==> src/hdl/clnp_pkg.sv <==
`default_nettype none
package clnp_pkg;
	// ****************************************
	// clock, nibble and instruction execution timing
	// ****************************************
	localparam int CLK_HZ    = 20_000_000;
	localparam int CLK_NS    = 1_000_000_000 / CLK_HZ;
	localparam int SETUP_NS  = 100;
	localparam int EHI_NS    = 500;
	localparam int HOLD_NS   = 100;
	localparam int EXEC_NS   = 40_000;
	localparam int LONG_NS   = 1_640_000;
	localparam int SETUP_CYC = (SETUP_NS + CLK_NS - 1) / CLK_NS;
	localparam int EHI_CYC   = (EHI_NS + CLK_NS - 1) / CLK_NS;
	localparam int HOLD_CYC  = (HOLD_NS + CLK_NS - 1) / CLK_NS;
	localparam int EXEC_CYC  = (EXEC_NS + CLK_NS - 1) / CLK_NS;
	localparam int LONG_CYC  = (LONG_NS + CLK_NS - 1) / CLK_NS;
	// ****************************************
	// pin layout inside a group of eight
	// ****************************************
	localparam logic [3:0] PIN_RW_OFS  = 4'h2;
	localparam logic [3:0] PIN_RS_OFS  = 4'h3;
	localparam logic [3:0] PIN_NIB_OFS = 4'h4;
	localparam logic [3:0] PIN_HI_GRP  = 4'h8;
	// ****************************************
	// display instructions, characters and digit limits
	// ****************************************
	localparam logic [7:0] INSTR_CLEAR      = 8'h01;
	localparam logic [7:0] INSTR_HOME       = 8'h02;
	localparam logic [7:0] INSTR_TEXT_ADDR  = 8'h80;
	localparam logic [7:0] INSTR_GLYPH_ADDR = 8'h40;
	localparam logic [7:0] CH_MINUS         = 8'h2d;
	localparam logic [7:0] CH_DOLLAR        = 8'h24;
	localparam logic [7:0] CH_PERCENT       = 8'h25;
	localparam logic [4:0] DEC_MAX          = 5'h05;
	localparam logic [4:0] HEX_MAX          = 5'h04;
	localparam logic [4:0] BIN_MAX          = 5'h10;
	// ****************************************
	// types
	// ****************************************
	typedef enum logic [1:0] {OP_INSTR, OP_WRITE, OP_READ} clnp_op_t;
	typedef enum logic [1:0] {RADIX_TEN, RADIX_SIXTEEN, RADIX_TWO, RADIX_ANY} clnp_radix_t;
	// e.g. signed_prefixed_base_sixteen = sixteen, signed, prefixed
	typedef struct packed {
		clnp_radix_t radix;
		logic        signed_f;
		logic        prefixed;
		logic [4:0]  max_digits;
	} clnp_fmt_t;
	typedef struct packed {
		logic       e;
		logic       rw;
		logic       rs;
		logic [3:0] nib;
	} clnp_lines_t;
endpackage
`default_nettype wire

==> src/hdl/clnp_num_parse.sv <==
`timescale 1ns/1ps
`default_nettype none
module clnp_num_parse
	import clnp_pkg::*;
(
	// clock and reset
	input  wire logic        sys_clk,
	input  wire logic        reset,
	// control
	input  wire logic        start,
	input  wire clnp_fmt_t   fmt,
	// character stream
	input  wire logic        in_valid,
	input  wire logic [7:0]  in_char,
	// result
	output logic [15:0]      value,
	output logic             done
);
	clnp_fmt_t   fmt_q;
	clnp_radix_t cur_radix;
	logic        active;
	logic        minus_pend;
	logic        pfx_seen;
	logic        neg;
	logic        in_num;
	logic [4:0]  cnt;
	logic [16:0] acc;

	// ****************************************
	// character decode
	// ****************************************
	wire clnp_radix_t scan_radix = pfx_seen ? cur_radix :
		(fmt_q.radix == RADIX_ANY) ? RADIX_TEN : fmt_q.radix;
	wire clnp_radix_t dig_radix = in_num ? cur_radix : scan_radix;
	wire logic [7:0]  lc        = in_char | 8'h20;
	wire logic        is_num    = (in_char >= 8'h30) && (in_char <= 8'h39);
	wire logic        is_hexl   = (lc >= 8'h61) && (lc <= 8'h66);
	wire logic [3:0]  dval      = is_num ? in_char[3:0] : 4'(in_char[3:0] + 4'h9);
	wire logic        dig_ok    = (dig_radix == RADIX_SIXTEEN) ? (is_num || is_hexl) :
		(dig_radix == RADIX_TWO) ? (in_char == 8'h30 || in_char == 8'h31) : is_num;
	wire logic [4:0]  base_lim  = (dig_radix == RADIX_SIXTEEN) ? HEX_MAX :
		(dig_radix == RADIX_TWO) ? BIN_MAX : DEC_MAX;
	wire logic [4:0]  lim       = (fmt_q.max_digits == 5'h00 || fmt_q.max_digits > base_lim) ?
		base_lim : fmt_q.max_digits;
	wire logic [16:0] mul       = (dig_radix == RADIX_SIXTEEN) ? {acc[12:0], 4'h0} :
		(dig_radix == RADIX_TWO) ? {acc[15:0], 1'b0} :
		17'({acc[13:0], 3'b000} + {acc[15:0], 1'b0});
	wire logic [16:0] acc_new   = 17'((in_num ? mul : 17'h00000) + {13'h0000, dval});
	wire logic [4:0]  new_cnt   = in_num ? 5'(cnt + 5'h01) : 5'h01;

	// ****************************************
	// scan decisions
	// ****************************************
	wire logic pfx_hex   = (fmt_q.radix == RADIX_ANY) || (fmt_q.radix == RADIX_SIXTEEN && fmt_q.prefixed);
	wire logic pfx_bin   = (fmt_q.radix == RADIX_ANY) || (fmt_q.radix == RADIX_TWO && fmt_q.prefixed);
	wire logic pfx_hit   = !in_num && !pfx_seen &&
		((in_char == CH_DOLLAR && pfx_hex) || (in_char == CH_PERCENT && pfx_bin));
	wire logic minus_hit = !in_num && fmt_q.signed_f && (in_char == CH_MINUS);
	wire logic start_ok  = !in_num && dig_ok && (!fmt_q.prefixed || pfx_seen);
	wire logic take      = active && in_valid;
	wire logic fin_digit = (in_num || start_ok) && dig_ok && (new_cnt == lim);
	wire logic fin_stop  = in_num && !dig_ok;
	wire logic [16:0] fin_mag = fin_stop ? acc : acc_new;
	wire logic fin_neg   = (in_num || pfx_seen) ? neg : minus_pend;
	wire logic sat_on    = fmt_q.signed_f && (fmt_q.radix == RADIX_ANY);
	wire logic [15:0] fin_val = (sat_on && !fin_neg && fin_mag > 17'h07fff) ? 16'h7fff :
		(sat_on && fin_neg && fin_mag > 17'h08000) ? 16'h8000 :
		fin_neg ? 16'(17'h00000 - fin_mag) : fin_mag[15:0];

	always_ff @(posedge sys_clk) begin
		if (reset || start) begin
			fmt_q      <= reset ? '0 : fmt;
			active     <= !reset;
			cur_radix  <= RADIX_TEN;
			{minus_pend, pfx_seen, neg, in_num, done} <= 5'h00;
			cnt        <= 5'h00;
			acc        <= 17'h00000;
			value      <= 16'h0000;
		end else if (take) begin
			if (fin_digit || fin_stop) begin
				active <= 1'b0;
				done   <= 1'b1;
				in_num <= 1'b0;
				// a one-digit field may end on its first numeral
				{minus_pend, pfx_seen} <= 2'b00;
				value  <= fin_val;
			end else if (in_num) begin
				acc <= acc_new;
				cnt <= new_cnt;
			end else if (start_ok) begin
				in_num     <= 1'b1;
				cur_radix  <= scan_radix;
				neg        <= fin_neg;
				acc        <= acc_new;
				cnt        <= 5'h01;
				minus_pend <= 1'b0;
				pfx_seen   <= 1'b0;
			end else if (minus_hit) begin
				minus_pend <= 1'b1;
				pfx_seen   <= 1'b0;
			end else if (pfx_hit) begin
				pfx_seen   <= 1'b1;
				neg        <= minus_pend;
				minus_pend <= 1'b0;
				cur_radix  <= (in_char == CH_DOLLAR) ? RADIX_SIXTEEN : RADIX_TWO;
			end else begin
				// any other character cancels a pending sign or prefix
				minus_pend <= 1'b0;
				pfx_seen   <= 1'b0;
				neg        <= 1'b0;
			end
		end
	end
endmodule // clnp_num_parse
`default_nettype wire

==> src/hdl/clnp_port.sv <==
`timescale 1ns/1ps
`default_nettype none
module clnp_port
	import clnp_pkg::*;
#(
	parameter int LONG_WAIT_CYC = LONG_CYC,
	parameter int EXEC_WAIT_CYC = EXEC_CYC
) (
	// clock and reset
	input  wire logic        sys_clk,
	input  wire logic        reset,
	// operation request
	input  wire logic        op_start,
	input  wire clnp_op_t    op_kind,
	input  wire logic [1:0]  base_sel,
	input  wire logic [7:0]  instr_byte,
	input  wire logic [7:0]  read_len,
	output logic             busy,
	// write data stream
	input  wire logic        wr_valid,
	input  wire logic [7:0]  wr_data,
	input  wire logic        wr_last,
	output logic             wr_ready,
	// read data and conversion
	output logic             rd_valid,
	output logic [7:0]       rd_data,
	input  wire clnp_fmt_t   fmt,
	output logic [15:0]      conv_value,
	output logic             conv_done,
	// general i/o pins
	input  wire logic [15:0] pin_in,
	output logic [15:0]      pin_out,
	output logic [15:0]      pin_oe
);
	if (EXEC_WAIT_CYC < 1 || LONG_WAIT_CYC < EXEC_WAIT_CYC || LONG_WAIT_CYC > 65535) begin : g_chk
		$error("wait counts out of range");
	end

	typedef enum logic [2:0] {S_IDLE, S_FETCH, S_SETUP, S_EHI, S_HOLD, S_GAP} clnp_state_t;

	clnp_state_t state, next_state;
	clnp_op_t    op_q, next_op;
	clnp_lines_t lines_q, next_lines;
	logic [15:0] cnt, next_cnt;
	logic [1:0]  base_q, next_base;
	logic [7:0]  byte_q, next_byte;
	logic [7:0]  left, next_left;
	logic [3:0]  rd_hi, next_rd_hi;
	logic [7:0]  next_rd_data;
	logic        first, next_first;
	logic        low, next_low;
	logic        last_q, next_last;
	logic        ctl_oe, next_ctl_oe;
	logic        nib_oe, next_nib_oe;
	logic        next_wr_ready;
	logic        next_rd_valid;

	// ****************************************
	// pin placement
	// ****************************************
	wire logic [3:0]  grp      = base_q[1] ? PIN_HI_GRP : 4'h0;
	wire logic [3:0]  e_pos    = grp | {3'b000, base_q[0]};
	wire logic [3:0]  rw_pos   = grp | PIN_RW_OFS;
	wire logic [3:0]  rs_pos   = grp | PIN_RS_OFS;
	wire logic [3:0]  nib_pos  = grp | PIN_NIB_OFS;
	wire logic [15:0] ctl_mask = (16'h0001 << e_pos) | (16'h0001 << rw_pos) | (16'h0001 << rs_pos);
	wire logic [15:0] next_pin_out = (16'(lines_q.e) << e_pos) | (16'(lines_q.rw) << rw_pos) |
		(16'(lines_q.rs) << rs_pos) | (16'(lines_q.nib) << nib_pos);
	wire logic [15:0] next_pin_oe = (ctl_oe ? ctl_mask : 16'h0000) |
		(nib_oe ? (16'h000f << nib_pos) : 16'h0000);
	wire logic [3:0]  rd_nib   = 4'(pin_in >> nib_pos);
	wire logic        cnt_zero = (cnt == 16'h0000);
	// clear and home take far longer to execute than other instructions
	wire logic        slow_instr = first && (byte_q == INSTR_CLEAR || byte_q == INSTR_HOME);
	wire logic [15:0] gap_load = slow_instr ? 16'(LONG_WAIT_CYC - 1) : 16'(EXEC_WAIT_CYC - 1);
	wire logic        conv_start = op_start && (state == S_IDLE) && (op_kind == OP_READ);

	// ****************************************
	// transfer sequencer
	// ****************************************
	always_comb begin
		next_state    = state;
		next_op       = op_q;
		next_lines    = lines_q;
		next_cnt      = cnt_zero ? cnt : 16'(cnt - 16'h0001);
		next_base     = base_q;
		next_byte     = byte_q;
		next_left     = left;
		next_rd_hi    = rd_hi;
		next_rd_data  = rd_data;
		next_first    = first;
		next_low      = low;
		next_last     = last_q;
		next_ctl_oe   = ctl_oe;
		next_nib_oe   = nib_oe;
		next_wr_ready = wr_ready;
		next_rd_valid = 1'b0;
		case (state)
		S_IDLE: if (op_start) begin
			next_state  = S_SETUP;
			next_cnt    = 16'(SETUP_CYC - 1);
			next_op     = op_kind;
			next_base   = base_sel;
			next_byte   = instr_byte;
			next_left   = read_len;
			next_first  = 1'b1;
			next_low    = 1'b0;
			next_last   = 1'b0;
			next_lines  = '{e: 1'b0, rw: 1'b0, rs: 1'b0, nib: instr_byte[7:4]};
			next_ctl_oe = 1'b1;
			next_nib_oe = 1'b1;
		end
		S_FETCH: if (wr_valid && wr_ready) begin
			next_wr_ready = 1'b0;
			next_byte     = wr_data;
			next_last     = wr_last;
			next_first    = 1'b0;
			next_low      = 1'b0;
			next_lines    = '{e: 1'b0, rw: 1'b0, rs: 1'b1, nib: wr_data[7:4]};
			next_state    = S_SETUP;
			next_cnt      = 16'(SETUP_CYC - 1);
		end
		S_SETUP: if (cnt_zero) begin
			next_state   = S_EHI;
			next_cnt     = 16'(EHI_CYC - 1);
			next_lines.e = 1'b1;
		end
		S_EHI: if (cnt_zero) begin
			next_state   = S_HOLD;
			next_cnt     = 16'(HOLD_CYC - 1);
			next_lines.e = 1'b0;
			if (lines_q.rw && !low) begin
				next_rd_hi = rd_nib;
			end else if (lines_q.rw) begin
				next_rd_data  = {rd_hi, rd_nib};
				next_rd_valid = 1'b1;
			end
		end
		S_HOLD: if (cnt_zero && !low) begin
			next_low       = 1'b1;
			next_lines.nib = byte_q[3:0];
			next_state     = S_SETUP;
			next_cnt       = 16'(SETUP_CYC - 1);
		end else if (cnt_zero) begin
			next_state = S_GAP;
			next_cnt   = gap_load;
		end
		S_GAP: if (cnt_zero) begin
			if (op_q == OP_WRITE && (first || !last_q)) begin
				next_state    = S_FETCH;
				next_wr_ready = 1'b1;
			end else if (op_q == OP_READ && left != 8'h00) begin
				next_left   = 8'(left - 8'h01);
				next_first  = 1'b0;
				next_low    = 1'b0;
				next_nib_oe = 1'b0;
				next_lines  = '{e: 1'b0, rw: 1'b1, rs: 1'b1, nib: 4'h0};
				next_state  = S_SETUP;
				next_cnt    = 16'(SETUP_CYC - 1);
			end else begin
				next_state = S_IDLE;
				if (op_q == OP_READ) begin
					next_nib_oe = 1'b0;
				end
			end
		end
		default: next_state = S_IDLE;
		endcase
	end

	always_ff @(posedge sys_clk) begin
		if (reset) begin
			state    <= S_IDLE;
			op_q     <= OP_INSTR;
			lines_q  <= '0;
			cnt      <= 16'h0000;
			base_q   <= 2'h0;
			byte_q   <= 8'h00;
			left     <= 8'h00;
			rd_hi    <= 4'h0;
			rd_data  <= 8'h00;
			rd_valid <= 1'b0;
			{first, low, last_q, ctl_oe, nib_oe, wr_ready, busy} <= 7'h00;
			pin_out  <= 16'h0000;
			pin_oe   <= 16'h0000;
		end else begin
			state    <= next_state;
			op_q     <= next_op;
			lines_q  <= next_lines;
			cnt      <= next_cnt;
			base_q   <= next_base;
			byte_q   <= next_byte;
			left     <= next_left;
			rd_hi    <= next_rd_hi;
			rd_data  <= next_rd_data;
			rd_valid <= next_rd_valid;
			{first, low, last_q, ctl_oe, nib_oe} <=
				{next_first, next_low, next_last, next_ctl_oe, next_nib_oe};
			wr_ready <= next_wr_ready;
			busy     <= (next_state != S_IDLE);
			pin_out  <= next_pin_out;
			pin_oe   <= next_pin_oe;
		end
	end

	// ****************************************
	// text to number
	// ****************************************
	clnp_num_parse u_parse (
		.sys_clk  (sys_clk),
		.reset    (reset),
		.start    (conv_start),
		.fmt      (fmt),
		.in_valid (rd_valid),
		.in_char  (rd_data),
		.value    (conv_value),
		.done     (conv_done)
	);
endmodule // clnp_port
`default_nettype wire

==> config.mk <==
export PLATFORM = sky130hd
export DESIGN_NAME = clnp_port
export DESIGN_NICKNAME = d
export VERILOG_FILES = /design/src/hdl/clnp_pkg.sv /design/src/hdl/clnp_num_parse.sv /design/src/hdl/clnp_port.sv
export SDC_FILE = /design/constraint.sdc
export NUM_CORES = 1
export LEC_CHECK = 0
export BUFFER_PORTS_ARGS = -buffer_cell sky130_fd_sc_hd__buf_2
export CAP_MARGIN = 20
export CORE_MARGIN = 3
export CORE_UTILIZATION = 56
export CTS_CLUSTER_DIAMETER = 60
export DETAILED_ROUTE_END_ITERATION = 7
export HOLD_SLACK_MARGIN = 0.1
export PLACE_DENSITY = 0.78
export SYNTH_ARGS = -nofsm -noshare
export SYNTH_HDL_FRONTEND = slang
export SYNTH_SLANG_ARGS = --single-unit
==> constraint.sdc <==
create_clock -name sys_clk -period 9.3 [get_ports sys_clk]
set_input_delay 0 -clock sys_clk [delete_from_list [all_inputs] [get_ports sys_clk]]
set_output_delay 0 -clock sys_clk [all_outputs]
set_load 0.005 [all_outputs]
## Word level (Yosys, flattened, before mapping)

Cells that the tools add are included.

| storage, ports and cells | value |
|---|---|
| output and inout bits | 60 |
| input bits | 58 |
| word-level logic and storage cells | 294 |
| register bits after elaboration | 153 |

| cells by class | value |
|---|---|
| reduce and logical (&&, ||, !) cells | 82 |
| magnitude comparators | 7 |
| eq/ne operators | 33 |
| bitwise operators | 12 |
| muxes and demuxes | 108 |
| $add $sub $neg | 7 |
| shift operators | 9 |

Operators with widths:

| cell | count |
|---|---|
| 16-bit 2-to-1 mux | 16 |
| 17-bit 2-to-1 mux | 6 |
| 16-bit bitwise OR | 6 |
| 16-bit case mux with 6 select lines | 1 |
| 8-bit 2-to-1 mux | 6 |
| 1-bit by 4-bit left shift with 16-bit output | 3 |
| 1-bit by 4-bit left shift with 16-bit output, first input constant | 3 |
| 8-bit by 6-bit equality test with 1-bit output, second input constant | 5 |
| 1-bit 2-to-1 mux | 38 |
| 7-bit 2-to-1 mux | 5 |
| 8-bit case mux with 2 select lines | 2 |
| 5-bit 2-to-1 mux | 6 |
| 1-bit logical AND | 29 |
| 2-bit != test, second input constant | 11 |
| 3-bit 2-to-1 mux | 7 |
| 2-bit 2-to-1 mux | 9 |
| 3-bit case mux with 6 select lines | 1 |
| 17-bit adder | 1 |
| 17-bit by 4-bit adder with 17-bit output | 1 |
| 17-bit by 15-bit > comparator with 1-bit output, second input constant | 1 |
| 17-bit by 16-bit > comparator with 1-bit output, second input constant | 1 |
| 16-bit logical NOT | 1 |
| 4-bit case mux with 4 select lines | 1 |
| 4-bit by 4-bit left shift with 16-bit output | 1 |
| other kinds (46) | 97 |

## Longest topological paths before layout

Gate-level depths: netlist of run 1.

| logic depth | value |
|---|---|
| depth after elaboration | 16 |
| mapped depth | 26 |
| depth with buffers taken out | 21 |

## By module

From an unflattened synthesis of run 1, not the netlist that was laid out.

| second synthesis, totals | value |
|---|---|
| cells, all modules | 1176 |
| area total of the unflattened synthesis | 9643.0 µm² |

Modules (own cells, without submodules):

| module | times used | seq. area each (µm²) | area an instance (µm²) | cells each |
|---|---|---|---|---|
| clnp_num_parse | 1 | 1201.2 | 5366.4 | 679 |
| clnp_port | 1 | 1801.7 | 4276.6 | 497 |

## Worst setup path after synthesis of run 1

Ideal clock, no wire load.

| timing path | value |
|---|---|
| path kind | reg-to-reg |
| from | reg u_parse.in_num |
| to | reg u_parse.value[15] |
| cell stages (with the launch flop) | 26 |
| arrival | 5237 ps |
| clock period less this slack | 5371 ps |
| required time | 9167 ps |
| path buffers | 5 |
| library setup time | 133 ps |
| setup slack | 3929 ps |
| path through | dfxtp_1 buf_4 buf_2 clkbuf_1 clkbuf_1 o31a_1 inv_1 ha_1 inv_2 and3_1 ha_1 inv_1 fa_1 inv_1 a21oi_1 or4b_1 nand4b_1 nor4b_2 xor2_1 mux2_2 nor4b_4 nand4_1 a31o_4 buf_6 nor2_1 a211oi_2 |

| between the ends | value |
|---|---|
| longest elaborated chain between the ends | 11 |
| elaborated cells on any way between the ends | 40 |
| those cells by class | 2 x add/sub; 3 x order compare; 3 x eq/ne; 15 x mux; 17 x reduce/logical |

RTL lines:

| element | line | text |
|---|---|---|
| start: declaration | clnp_num_parse.sv:25 | `logic in_num;` |
| start signal: assignment | clnp_num_parse.sv:75 | `{minus_pend, pfx_seen, neg, in_num, done} <= 5'h00;` |
| start signal: assignment | clnp_num_parse.sv:83 | `in_num <= 1'b0;` |
| start signal: assignment | clnp_num_parse.sv:91 | `in_num <= 1'b1;` |
| 2-bit 2-to-1 mux | clnp_num_parse.sv:34 | `wire clnp_radix_t dig_radix = in_num ? cur_radix : scan_radix;` |
| 2-bit equality test | clnp_num_parse.sv:40, clnp_num_parse.sv:42, clnp_num_parse.sv:46 |  |
| 17-bit 2-to-1 mux, or another cell as far along | clnp_num_parse.sv:46 | `(dig_radix == RADIX_TWO) ? {acc[15:0], 1'b0} :` |
| 17-bit 2-to-1 mux, or another cell as far along | clnp_num_parse.sv:45 | `wire logic [16:0] mul = (dig_radix == RADIX_SIXTEEN) ? {acc[12:0], 4'h0} :` |
| 17-bit 2-to-1 mux, or another cell as far along | clnp_num_parse.sv:48 | `wire logic [16:0] acc_new = 17'((in_num ? mul : 17'h00000) + {13'h0000, dval});` |
| 17-bit by 4-bit adder with 17-bit output, or another cell as far along | clnp_num_parse.sv:48 |  |
| 17-bit 2-to-1 mux, or another cell as far along | clnp_num_parse.sv:63 | `wire logic [16:0] fin_mag = fin_stop ? acc : acc_new;` |
| 1-bit by 16-bit subtractor with 16-bit output, or another cell as far along | clnp_num_parse.sv:68 | `fin_neg ? 16'(17'h00000 - fin_mag) : fin_mag[15:0];` |
| 16-bit 2-to-1 mux, or another cell as far along | clnp_num_parse.sv:68 |  |
| 16-bit 2-to-1 mux or 1-bit logical OR (tied branches) | clnp_num_parse.sv:67, clnp_num_parse.sv:80 |  |
| 16-bit 2-to-1 mux or 2-bit AND reduction (tied branches) | n/a |  |
| end signal: assignment | clnp_num_parse.sv:86 | `value <= fin_val;` |
| end: declaration | clnp_num_parse.sv:16 | `output logic [15:0] value,` |

Several ways; a longest one is shown, not always the timed one.
A chain may end at the register's enable or synchronous reset.

## Worst setup path after layout of run 1

| timing path | value |
|---|---|
| from | reg u_parse.in_num |
| to | reg u_parse.cnt[2] |

| between the ends | value |
|---|---|
| longest elaborated chain between the ends | 12 |
| elaborated cells on any way between the ends | 25 |
| those cells by class | 1 x order compare; 3 x eq/ne; 8 x mux; 1 x bitwise; 12 x reduce/logical |

RTL lines:

| element | line | text |
|---|---|---|
| 2-bit 2-to-1 mux | clnp_num_parse.sv:34 |  |
| 2-bit equality test | clnp_num_parse.sv:40, clnp_num_parse.sv:42 |  |
| 5-bit 2-to-1 mux or 1-bit 2-to-1 mux (tied branches) | clnp_num_parse.sv:42, clnp_num_parse.sv:40 |  |
| 5-bit 2-to-1 mux or 1-bit 2-to-1 mux (tied branches) | clnp_num_parse.sv:41, clnp_num_parse.sv:39 |  |
| 5-bit > comparator or 1-bit logical AND (tied branches) | clnp_num_parse.sv:43, clnp_num_parse.sv:59 |  |
| 1-bit logical OR or 1-bit logical AND (tied branches) | clnp_num_parse.sv:43, clnp_num_parse.sv:59 |  |
| 5-bit 2-to-1 mux or 1-bit logical OR (tied branches) | clnp_num_parse.sv:43, clnp_num_parse.sv:61 |  |
| 5-bit equality test or 1-bit logical AND (tied branches) | clnp_num_parse.sv:61 | `wire logic fin_digit = (in_num \|\| start_ok) && dig_ok && (new_cnt == lim);` |
| 1-bit logical AND | clnp_num_parse.sv:61 |  |
| 1-bit logical OR | clnp_num_parse.sv:80 | `if (fin_digit \|\| fin_stop) begin` |
| 1-bit inverter (no line) | n/a |  |
| 3-bit AND reduction (no line) | n/a |  |
| end signal: assignment | clnp_num_parse.sv:89 | `cnt <= new_cnt;` |
| end: declaration | clnp_num_parse.sv:26 | `logic [4:0] cnt;` |

Several ways; a longest one is shown, not always the timed one.

==> reports/metrics.cfg, run 1 <==
[global_routing]
grt_max_degree = 60
antenna_found_initial = 0
grt_pass1_vias = 8294
grt_pass1_wl_mm = 39.8
gr-total-overflow = 0
track_usage = 0.266

[job]
max-cap-violations = 0

[placement]
gp_congestion = 0.861
portBuffers = 109
placed_cells = 1408
dp_hpwl_mm = 16.4
placed_area_mm2 = 0.00980

[sta]
period_minus_slack_ps = 5890
worst_hold_slack_ps = 156
slew_violations = 0
worst_pin_slew_ps = 1080
grt_setup_unrepaired = no
setup_viol = 0
fin_worst_skew_ps = 7.79
min_period_over_period = 0.633
slew_headroom = 0.281
fin_tns_setup_ps = 0
hold_viol_final = 0
fmax_mhz = 170

[synthesis]
synth_edf_count = 10
ys_seq_area_frac = 0.326
synth_cell_type_count = 91
ys_ff_latch = 145
avgSynthCellArea_um2 = 8.08
synthFlopType = dfxtp_1
ys_warn_count = 0
yosysTopAreaCell = dfxtp_1
async_reset_ff_frac = 0
synth_area_leaders = dfxtp_1 (29%), nor2_1 (5.5%), a21oi_1 (4.7%)
syn-instance-count = 1138
synth_top_area_frac = 0.294
mappedNetlistNets = 1231
synthesis.area_mm2 = 0.00920

[worst_hold_path]
hold_class = in2reg

[routing]
antenna_left = 0
drc = 0
vias = 8897
drtIter0Drc = 913
dr.pass1.iters = 6
via_per_inst = 5.97
wl_per_cell_um = 16.1
wl_mm = 24.1

[power_and_ir_drop]
combPwrFrac = 0.263
power_density_mw_per_mm2 = 180
switching_share = 0.334
internal_power_uw = 1310
p_seq_frac = 0.394
clkPwrFrac = 0.342
netSwitchingPower_uw = 655
irDropWorstVdd_v = 0.000175
cellLeakagePower_uw = 0.00443

[clock_network]
numCtsBuffers = 17
cts_resized = 0
cts_setup_buffers = 0
cts.sinks = 145
cts.htree.levels = 4
clk_latency_ps = 440
cts_buffer_depth = 2
cts_tree = done
root_buffer = clkbuf_16
clkTransAtPathRegs_ps = 60

[finish]
final_cell_mix = nor2_1 (135), dfxtp_1 (135), nand2_1 (112), buf_2 (109), a21oi_1 (86)
drive_gt1_frac = 0.161
final_cell_area_mm2 = 0.0109
final_util = 0.680
final_cells = 1490
n_antenna_cell = 0
fill_cells = 1343
fin_nets = 1354
area_growth_pct = 18.3

[critical_path]
path_buf_inv = 3
critical_path_required_ps = 9660
cp_common_cell = a21oi_1
worstSetupPathType = reg2reg
startpoint_type = flop
cpLargestDelayFamily = compound AO/OA/AOI/OAI gates
slowest_delay_ps = 730
critPathArrivalTime_ps = 6240
worst_path_max_delay_cell = ha_1
crit_chain = buf_4 > nor2_1 > mux2_2 > ha_1 > clkinv_1 > ha_1 > o21a_1 > a311o_1 > a21oi_1 > mux2i_1 > xnor2_1 > a21oi_1 > o21ai_0 > a211oi_2 > buf_4 > and2_1 > o21ai_0 > a21oi_1
crit_path_end_kind = flop
reg2reg_slack_ps = 3410
cp_max_fo = 38

[floorplanning]
top_level_ports = 118
die_y_um = 134
initial_utilization = 0.575
core-area_mm2 = 0.0160
die-area_mm2 = 0.0180
fp-row-count = 46
die_w_um = 134

[outcome]
outcome = finished, final reports clean

[per-stage QoR]
stage / power [uW] / setup slack [ps]
2_1_floorplan: 1150 / 3930
3_3_place_gp: 1250 / 3700
3_5_place_dp: 1260 / 3600
4_1_cts: 1960 / 3490
5_1_grt: 2070 / 2880
6_report: 1960 / 3410
[path summary, 6_finish.rpt]
check	from	end	cells past startpoint
worst min-delay path	wr_data[7]	lines_q[3]$_SDFFE_PP0P_	5
worst max register to register	u_parse.in_num$_SDFFE_PP0P_	u_parse.cnt[2]$_SDFFE_PP0P_	18
worst max-delay path	u_parse.in_num$_SDFFE_PP0P_	u_parse.cnt[2]$_SDFFE_PP0P_	18
worst min register to register	u_parse.done$_SDFFE_PP0P_	u_parse.done$_SDFFE_PP0P_	2
[logic make-up after synthesis]
group | synth area share
buffers and inverters | 0.0477
adder cells (fa/ha/maj) | 0.0492
multiplexers | 0.0367
XOR/XNOR | 0.0495
AO/OA/AOI/OAI | 0.223
AND/OR/NAND/NOR | 0.267
flip-flops | 0.326
[area by class of cell]
class,instances,area [um2],share of cell area
multi-input cells,892,5770,0.530
flip-flops and latches,145,3000,0.276
repair buffers,171,1140,0.104
clock buffers,20,468,0.0430
well taps,216,270,0.0248
inverters,34,128,0.0117
clock inverters,12,108,0.00989
[power by group through the flow]
stage                     clock network [uW]  registers, uW  logic, uW
final                                    671            774        517
after floorplan                            0            749        397
after CTS                                679            770        507
after global routing                     709            784        577
after global placement                     0            781        468
after detailed placement                   0            784        477
[what timing repair did]
action | 4_1_cts | 5_1_grt
endpoints found under the setup margin | 0 | 0
hold buffers | 50 | 0
hold endpoints to repair | 50 | 0
[state kept, by name (all words and copies together), names as in the netlist, 3 cells and up]
register	count
byte_q	8
cnt	16
left	8
lines_q	7
pin_oe	8
pin_out	16
rd_data	8
rd_hi	4
state	3
u_parse.acc	17
u_parse.cnt	5
u_parse.fmt_q	9
u_parse.value	16
[worst register-to-register path, delay by kind of cell (launching register included)]
kind / cells / cell delay [ps]
compound gates: 8 / 1890
buf+inv: 3 / 1320
fa+ha+maj: 2 / 1250
mux: 2 / 630
simple gates: 2 / 330
flops: 1 / 310
xor+xnor: 1 / 100
[per-layer routing]
layer | vias to the layer above | part of all wire | global-route usage
met3 | 66 | 0.062 | 0.0548
met2 | 310 | 0.47 | 0.432
li1 | 4365 | - | -
met1 | 4156 | 0.44 | 0.352
met4 | 0 | 0.026 | 0.0967
met5 | - | 0 | 0
[synthesized netlist by cell type, drive strengths merged (9+ instances only)]
master	instances
and3	15
nor3	25
o211ai	10
clkbuf	43
xnor2	30
a211oi	33
buf	24
nor2b	27
ha	33
and2	25
inv	33
nand2	112
nand3	29
edfxtp	10
a21o	15
dfxtp	135
o221a	15
or3	9
nor2	144
nand4	12
o31ai	10
a21oi	86
nor4	13
xor2	22
o21ai	46
mux2i	27
nand2b	20
a22oi	10
No activity file was read; power rests on OpenSTA's default activity.
==> run 2: changes to the inputs <==
==> constraint.sdc (replaced) <==
create_clock -name sys_clk -period 6.05 [get_ports sys_clk]
set_input_delay 0 -clock sys_clk [delete_from_list [all_inputs] [get_ports sys_clk]]
set_output_delay 0 -clock sys_clk [all_outputs]
set_load 0.005 [all_outputs]
==> reports/metrics.cfg, run 2 (synthesized netlist as in run 1, its figures left out) <==
[finish]
final_cell_mix = nor2_1 (135), dfxtp_1 (135), nand2_1 (112), buf_2 (109), a21oi_1 (86)  ; unchanged
final_util = 0.679  ; was 0.680
largest_register_ffs = 17  ; unchanged
area_growth_pct = 18.2  ; was 18.3%
fin_nets = 1355  ; was 1,354
drive_gt1_frac = 0.163  ; was 0.161
largest-register = u_parse.acc  ; unchanged
n_antenna_cell = 0  ; unchanged

[floorplanning]
die_w_um = 134  ; unchanged
fp-row-count = 46  ; unchanged
die_y_um = 134  ; unchanged
initial_utilization = 0.575  ; unchanged
die-area_mm2 = 0.0180  ; unchanged
top_level_ports = 118  ; unchanged
core-area_mm2 = 0.0160  ; unchanged

[global_routing]
grt_pass1_vias = 8211  ; was 8,294
antenna_found_initial = 0  ; unchanged
grt_pass1_wl_mm = 40.2  ; was 39.8 mm
track_usage = 0.267  ; was 0.266
grtUsageMet2 = 0.429  ; was 0.432
gr-total-overflow = 0  ; unchanged
met3_usage = 0.0484  ; was 0.0548
grt_max_degree = 71  ; was 60
busiest_layer = met2  ; unchanged
met1_usage = 0.369  ; was 0.352

[placement]
dp_hpwl_mm = 16.5  ; was 16.4 mm
portBuffers = 109  ; unchanged
gp_congestion = 0.916  ; was 0.861

[clock_network]
cts_buffer_depth = 2  ; unchanged
cts.sinks = 145  ; unchanged
numCtsBuffers = 17  ; unchanged
cts_resized = 0  ; unchanged
clk_latency_ps = 430  ; was 440 ps
cts_setup_buffers = 0  ; unchanged
cts_tree = done  ; unchanged
root_buffer = clkbuf_16  ; unchanged
cts.htree.levels = 4  ; unchanged
cts_hold_buf = 49  ; was 50
clkTransAtPathRegs_ps = 70  ; was 60 ps

[sta]
worst_pin_slew_ps = 850  ; was 1080 ps
period_minus_slack_ps = 5470  ; was 5890 ps
fin_tns_setup_ps = 0  ; unchanged
fmax_mhz = 183  ; was 170 MHz
fin_worst_skew_ps = 12.3  ; was 7.79 ps
setup_viol = 0  ; unchanged
grt_setup_unrepaired = no  ; unchanged
slew_headroom = 0.428  ; was 0.281
worst_hold_slack_ps = 132  ; was 156 ps
slew_violations = 0  ; unchanged
min_period_over_period = 0.904  ; was 0.633
hold_viol_final = 0  ; unchanged

[critical_path]
worst_path_max_delay_cell = or4b_1  ; was ha_1
cp_common_cell = inv_1  ; was a21oi_1
crit_chain = inv_1 > ha_1 > o21ba_2 > o21ai_0 > nand2_1 > o21ai_0 > ha_1 > inv_1 > fa_1 > inv_1 > a21oi_1 > or4b_1 > nand4b_1 > nor4b_2 > xor2_1 > mux2_2 > nor4b_4 > nand4_1 > a31o_4 > a211oi_2 > o221a_1  ; was buf_4 > nor2_1 > mux2_2 > ha_1 > clkinv_1 > ha_1 > o21a_1 > a311o_1 > a21oi_1 > mux2i_1 > xnor2_1 > a21oi_1 > o21ai_0 > a211oi_2 > buf_4 > and2_1 > o21ai_0 > a21oi_1
critPathArrivalTime_ps = 5850  ; was 6240 ps
slowest_delay_ps = 620  ; was 730 ps
critical_path_required_ps = 6430  ; was 9660 ps
startpoint_type = flop  ; unchanged
crit_path_end_kind = flop  ; unchanged
worstSetupPathType = reg2reg  ; unchanged
cp_max_fo = 16  ; was 38

[outcome]
outcome = finished, final reports clean  ; unchanged

[routing]
wl_per_cell_um = 16.1  ; about the same
antenna_left = 0  ; unchanged
via_per_inst = 5.94  ; was 5.97
drc = 0  ; unchanged
vias = 8850  ; was 8,897
drtIter0Drc = 886  ; was 913
dr.pass1.iters = 6  ; unchanged
wl_mm = 23.9  ; was 24.1 mm

[power_and_ir_drop]
combPwrFrac = 0.268  ; was 0.263
cellLeakagePower_uw = 0.00443  ; about the same
switching_share = 0.348  ; was 0.334
power_density_mw_per_mm2 = 276  ; was 180 mW/mm2
clkPwrFrac = 0.335  ; was 0.342
irDropWorstVdd_v = 0.000199  ; was 0.000175 V
p_seq_frac = 0.396  ; was 0.394
netSwitchingPower_uw = 1040  ; was 655 uW
internal_power_uw = 1950  ; was 1310 uW
design_power_total_uw = 3000  ; was 1960 uW

[worst_hold_path]
hold_class = in2reg  ; unchanged

[job]
max-cap-violations = 0  ; unchanged

==> run 2: cell count changes in the layout (fill, tap and decap cells not counted), moves of 2 or more <==
cell / before / now
clkinv_2: 4 / 0
inv_8: 0 / 3
inv_6: 1 / 6
buf_4: 12 / 14
==> run 2: critical path, delay by kind of cell (launching register included) <==
family	cells	cell delay [ps]
flip-flops	1	470
adder cells (fa/ha/maj)	3	850
multiplexers	1	350
AO/OA/AOI/OAI	7	1580
buffers and inverters	3	280
AND/OR/NAND/NOR	6	1720
XOR/XNOR	1	170
==> run 2: power by group through the flow <==
stage / Sequential (uW) / Clock [uW] / Combinational, uW
after floorplan: 1150 / 0 / 610
after global placement: 1200 / 0 / 723
after detailed placement: 1200 / 0 / 736
after CTS: 1180 / 1020 / 782
after global routing: 1210 / 1060 / 902
final: 1190 / 1000 / 803
==> run 2: path summary, 6_finish.rpt <==
path / start / to / slack [ps] / depth (start not counted)
setup / recovery: rd_data[1]$_SDFFE_PP0P_ / u_parse.value[1]$_SDFFE_PP0P_ / 580 / 21
setup reg to reg: rd_data[1]$_SDFFE_PP0P_ / u_parse.value[1]$_SDFFE_PP0P_ / 580 / 21
hold reg to reg: rd_hi[1]$_SDFFE_PP0P_ / rd_data[5]$_SDFFE_PP0P_ / 480 / 2
hold / removal: reset / u_parse.value[7]$_SDFFE_PP0P_ / 130 / 4
==> run 2: metal layers <==
metal / vias to the layer above / wire, um / share of wire
met5: - / 0 / 0
met4: 0 / 475 / 0.020
met3: 39 / 1310 / 0.055
met2: 288 / 11400 / 0.48
met1: 4167 / 10700 / 0.45
li1: 4356 / - / -
==> run 2: area by class of cell <==
cell class                      instances  area (um2)
Inverter                               34         128
Clock buffer                           17         425
Clock inverter                         15         136
Tap cell                              216         270
Multi-Input combinational cell        892        5770
Timing Repair Buffer                  172        1140
Sequential cell                       145        3000
Fill cell                            1339        5130
==> run 2: stage by stage <==
| step | setup slack, ps | std cells | instance area, um2 |
|---|---|---|---|
| 2_1_floorplan | 679 | 1138 | 9200 |
| 3_3_place_gp | 774 | 1409 | 9810 |
| 3_5_place_dp | 647 | 1409 | 9810 |
| 4_1_cts | 614 | 1490 | 10900 |
| 5_1_grt | 187 | 1491 | 10900 |
| 6_report | 578 | 1491 | 10900 |
==> run 3: changes to the inputs <==
--- a/config.mk
+++ b/config.mk
@@ -13,6 +13,7 @@
 export DETAILED_ROUTE_END_ITERATION = 7
 export HOLD_SLACK_MARGIN = 0.1
 export PLACE_DENSITY = 0.78
+export RECOVER_POWER = 25
 export SYNTH_ARGS = -nofsm -noshare
 export SYNTH_HDL_FRONTEND = slang
 export SYNTH_SLANG_ARGS = --single-unit
==> reports/metrics.cfg, run 3 (synthesized netlist as in run 1, its figures left out) <==
[outcome]
outcome = finished with violations  ; was finished, final reports clean
violations = max-capacitance violations, max-slew violations

[power_and_ir_drop]
combPwrFrac = 0.268  ; about the same
switching_share = 0.347  ; was 0.348
internal_power_uw = 1950  ; about the same
power_density_mw_per_mm2 = 276  ; about the same
clkPwrFrac = 0.335  ; about the same
p_seq_frac = 0.397  ; was 0.396
irDropWorstVdd_v = 0.000200  ; was 0.000199 V
cellLeakagePower_uw = 0.00433  ; was 0.00443 uW
netSwitchingPower_uw = 1040  ; about the same

[clock_network]
cts_resized = 0  ; unchanged
cts_setup_buffers = 0  ; unchanged
clk_latency_ps = 430  ; about the same
cts_buffer_depth = 2  ; unchanged
cts.sinks = 145  ; unchanged
cts_tree = done  ; unchanged
root_buffer = clkbuf_16  ; unchanged
numCtsBuffers = 17  ; unchanged
cts.htree.levels = 4  ; unchanged
clkTransAtPathRegs_ps = 70  ; about the same

[routing]
drc = 0  ; unchanged
vias = 8873  ; was 8,850
wl_mm = 23.9  ; about the same
antenna_left = 0  ; unchanged
drtIter0Drc = 931  ; was 886
dr.pass1.iters = 5  ; was 6
wl_per_cell_um = 16.0  ; was 16.1 um
via_per_inst = 5.95  ; was 5.94

[sta]
period_minus_slack_ps = 5470  ; about the same
grt_setup_unrepaired = no  ; unchanged
fin_tns_setup_ps = 0  ; unchanged
min_period_over_period = 0.904  ; about the same
setup_viol = 0  ; unchanged
hold_viol_final = 0  ; unchanged
worst_pin_slew_ps = 3090  ; was 850 ps
slew_headroom = -1.06  ; was 0.428
fmax_mhz = 183  ; about the same
worst_hold_slack_ps = 143  ; was 132 ps
slew_violations = 71  ; was 0
fin_worst_skew_ps = 12.1  ; was 12.3 ps

[finish]
fin_nets = 1355  ; unchanged
largest-register = u_parse.acc  ; unchanged
largest_register_ffs = 17  ; unchanged
final_cell_mix = nor2_1 (135), dfxtp_1 (135), nand2_1 (112), a21oi_1 (86), buf_2 (86)  ; was nor2_1 (135), dfxtp_1 (135), nand2_1 (112), buf_2 (109), a21oi_1 (86)
n_antenna_cell = 0  ; unchanged
final_util = 0.677  ; was 0.679
area_growth_pct = 17.8  ; was 18.2%
drive_gt1_frac = 0.144  ; was 0.163
final_cells = 1491  ; unchanged

[critical_path]
startpoint_type = flop  ; unchanged
crit_path_end_kind = flop  ; unchanged
worst_path_max_delay_cell = or4b_1  ; unchanged
cp_max_fo = 16  ; unchanged
critPathArrivalTime_ps = 5840  ; was 5850 ps
critical_path_required_ps = 6420  ; was 6430 ps
reg2regPathDepth = 21  ; unchanged
path_buf_inv = 3  ; unchanged
worstSetupPathDepth = 21  ; unchanged
cp_common_cell = inv_1  ; unchanged
worstSetupPathType = reg2reg  ; unchanged
cpLargestDelayFamily = simple AND/OR/NAND/NOR gates  ; unchanged
crit_chain = inv_1 > ha_1 > o21ba_2 > o21ai_0 > nand2_1 > o21ai_0 > ha_1 > inv_1 > fa_1 > inv_1 > a21oi_1 > or4b_1 > nand4b_1 > nor4b_2 > xor2_1 > mux2_2 > nor4b_4 > nand4_1 > a31o_4 > a211oi_2 > o221a_1  ; unchanged
slowest_delay_ps = 620  ; about the same

[floorplanning]
die_w_um = 134  ; unchanged
die-area_mm2 = 0.0180  ; unchanged
fp-row-count = 46  ; unchanged
top_level_ports = 118  ; unchanged
core-area_mm2 = 0.0160  ; unchanged
initial_utilization = 0.575  ; unchanged
die_y_um = 134  ; unchanged

[placement]
gp_congestion = 0.916  ; unchanged
placed_cells = 1409  ; unchanged
dp_hpwl_mm = 16.5  ; unchanged
portBuffers = 109  ; unchanged

[worst_hold_path]
hold_depth = 5  ; was 4
hold_class = in2reg  ; unchanged

[job]
max-cap-violations = 1  ; was 0

[global_routing]
grt_pass1_vias = 8211  ; unchanged
grt_max_degree = 71  ; unchanged
track_usage = 0.267  ; unchanged
antenna_found_initial = 0  ; unchanged
grt_pass1_wl_mm = 40.2  ; unchanged
gr-total-overflow = 0  ; unchanged

==> run 3: what timing repair did <==
item	in CTS	in global routing
hold buffers	49	0
hold endpoints to repair	44	0
endpoints found under the setup margin	0	0
==> run 3: worst min-delay path, cell delays in order <==
cell and delay (ps):
buf_2 90, a22oi_1 70, nor2_1 90, a21oi_1 60
a211oi_1 210
==> run 3: path summary, 6_finish.rpt <==
check | start | endpoint | slack, ps
worst min-delay path | wr_data[7] | lines_q[3]$_SDFFE_PP0P_ | 140
worst min register to register | u_parse.cnt[4]$_SDFFE_PP0P_ | u_parse.cnt[4]$_SDFFE_PP0P_ | 480
worst max register to register | rd_data[1]$_SDFFE_PP0P_ | u_parse.value[1]$_SDFFE_PP0P_ | 580
worst max-delay path | rd_data[1]$_SDFFE_PP0P_ | u_parse.value[1]$_SDFFE_PP0P_ | 580
==> run 3: power groups by stage <==
stage	Sequential, uW	Combinational [uW]	Clock, uW
2_1_floorplan	1150	610	0
3_3_place_gp	1200	723	0
3_5_place_dp	1200	736	0
4_1_cts	1180	782	1020
5_1_grt	1210	901	1060
6_report	1190	800	1000
==> run 3: area by class of cell <==
class                      instances  area (um2)
inverter                          34         128
fill                            1352        5160
clock inverter                    15         136
multi-input combinational        892        5770
clock buffer                      17         425
sequential                       145        3000
tap                              216         270
timing repair buffer             172        1110
==> run 3: metal layers <==
metal | GRT usage | wire length, um | up-vias
met1 | 0.369 | 10600 | 4167
met2 | 0.429 | 11400 | 301
met4 | 0.0775 | 485 | 0
met3 | 0.0484 | 1430 | 42
li1 | - | - | 4363
met5 | 0 | 0 | -
==> run 3: through the flow <==
step | area, um2 | total power (uW) | worst slack [ps]
2_1_floorplan | 9200 | 1760 | 679
3_3_place_gp | 9810 | 1920 | 774
4_1_cts | 10900 | 2980 | 614
6_report | 10800 | 2990 | 578
5_1_grt | 10800 | 3170 | 187
3_5_place_dp | 9810 | 1940 | 647
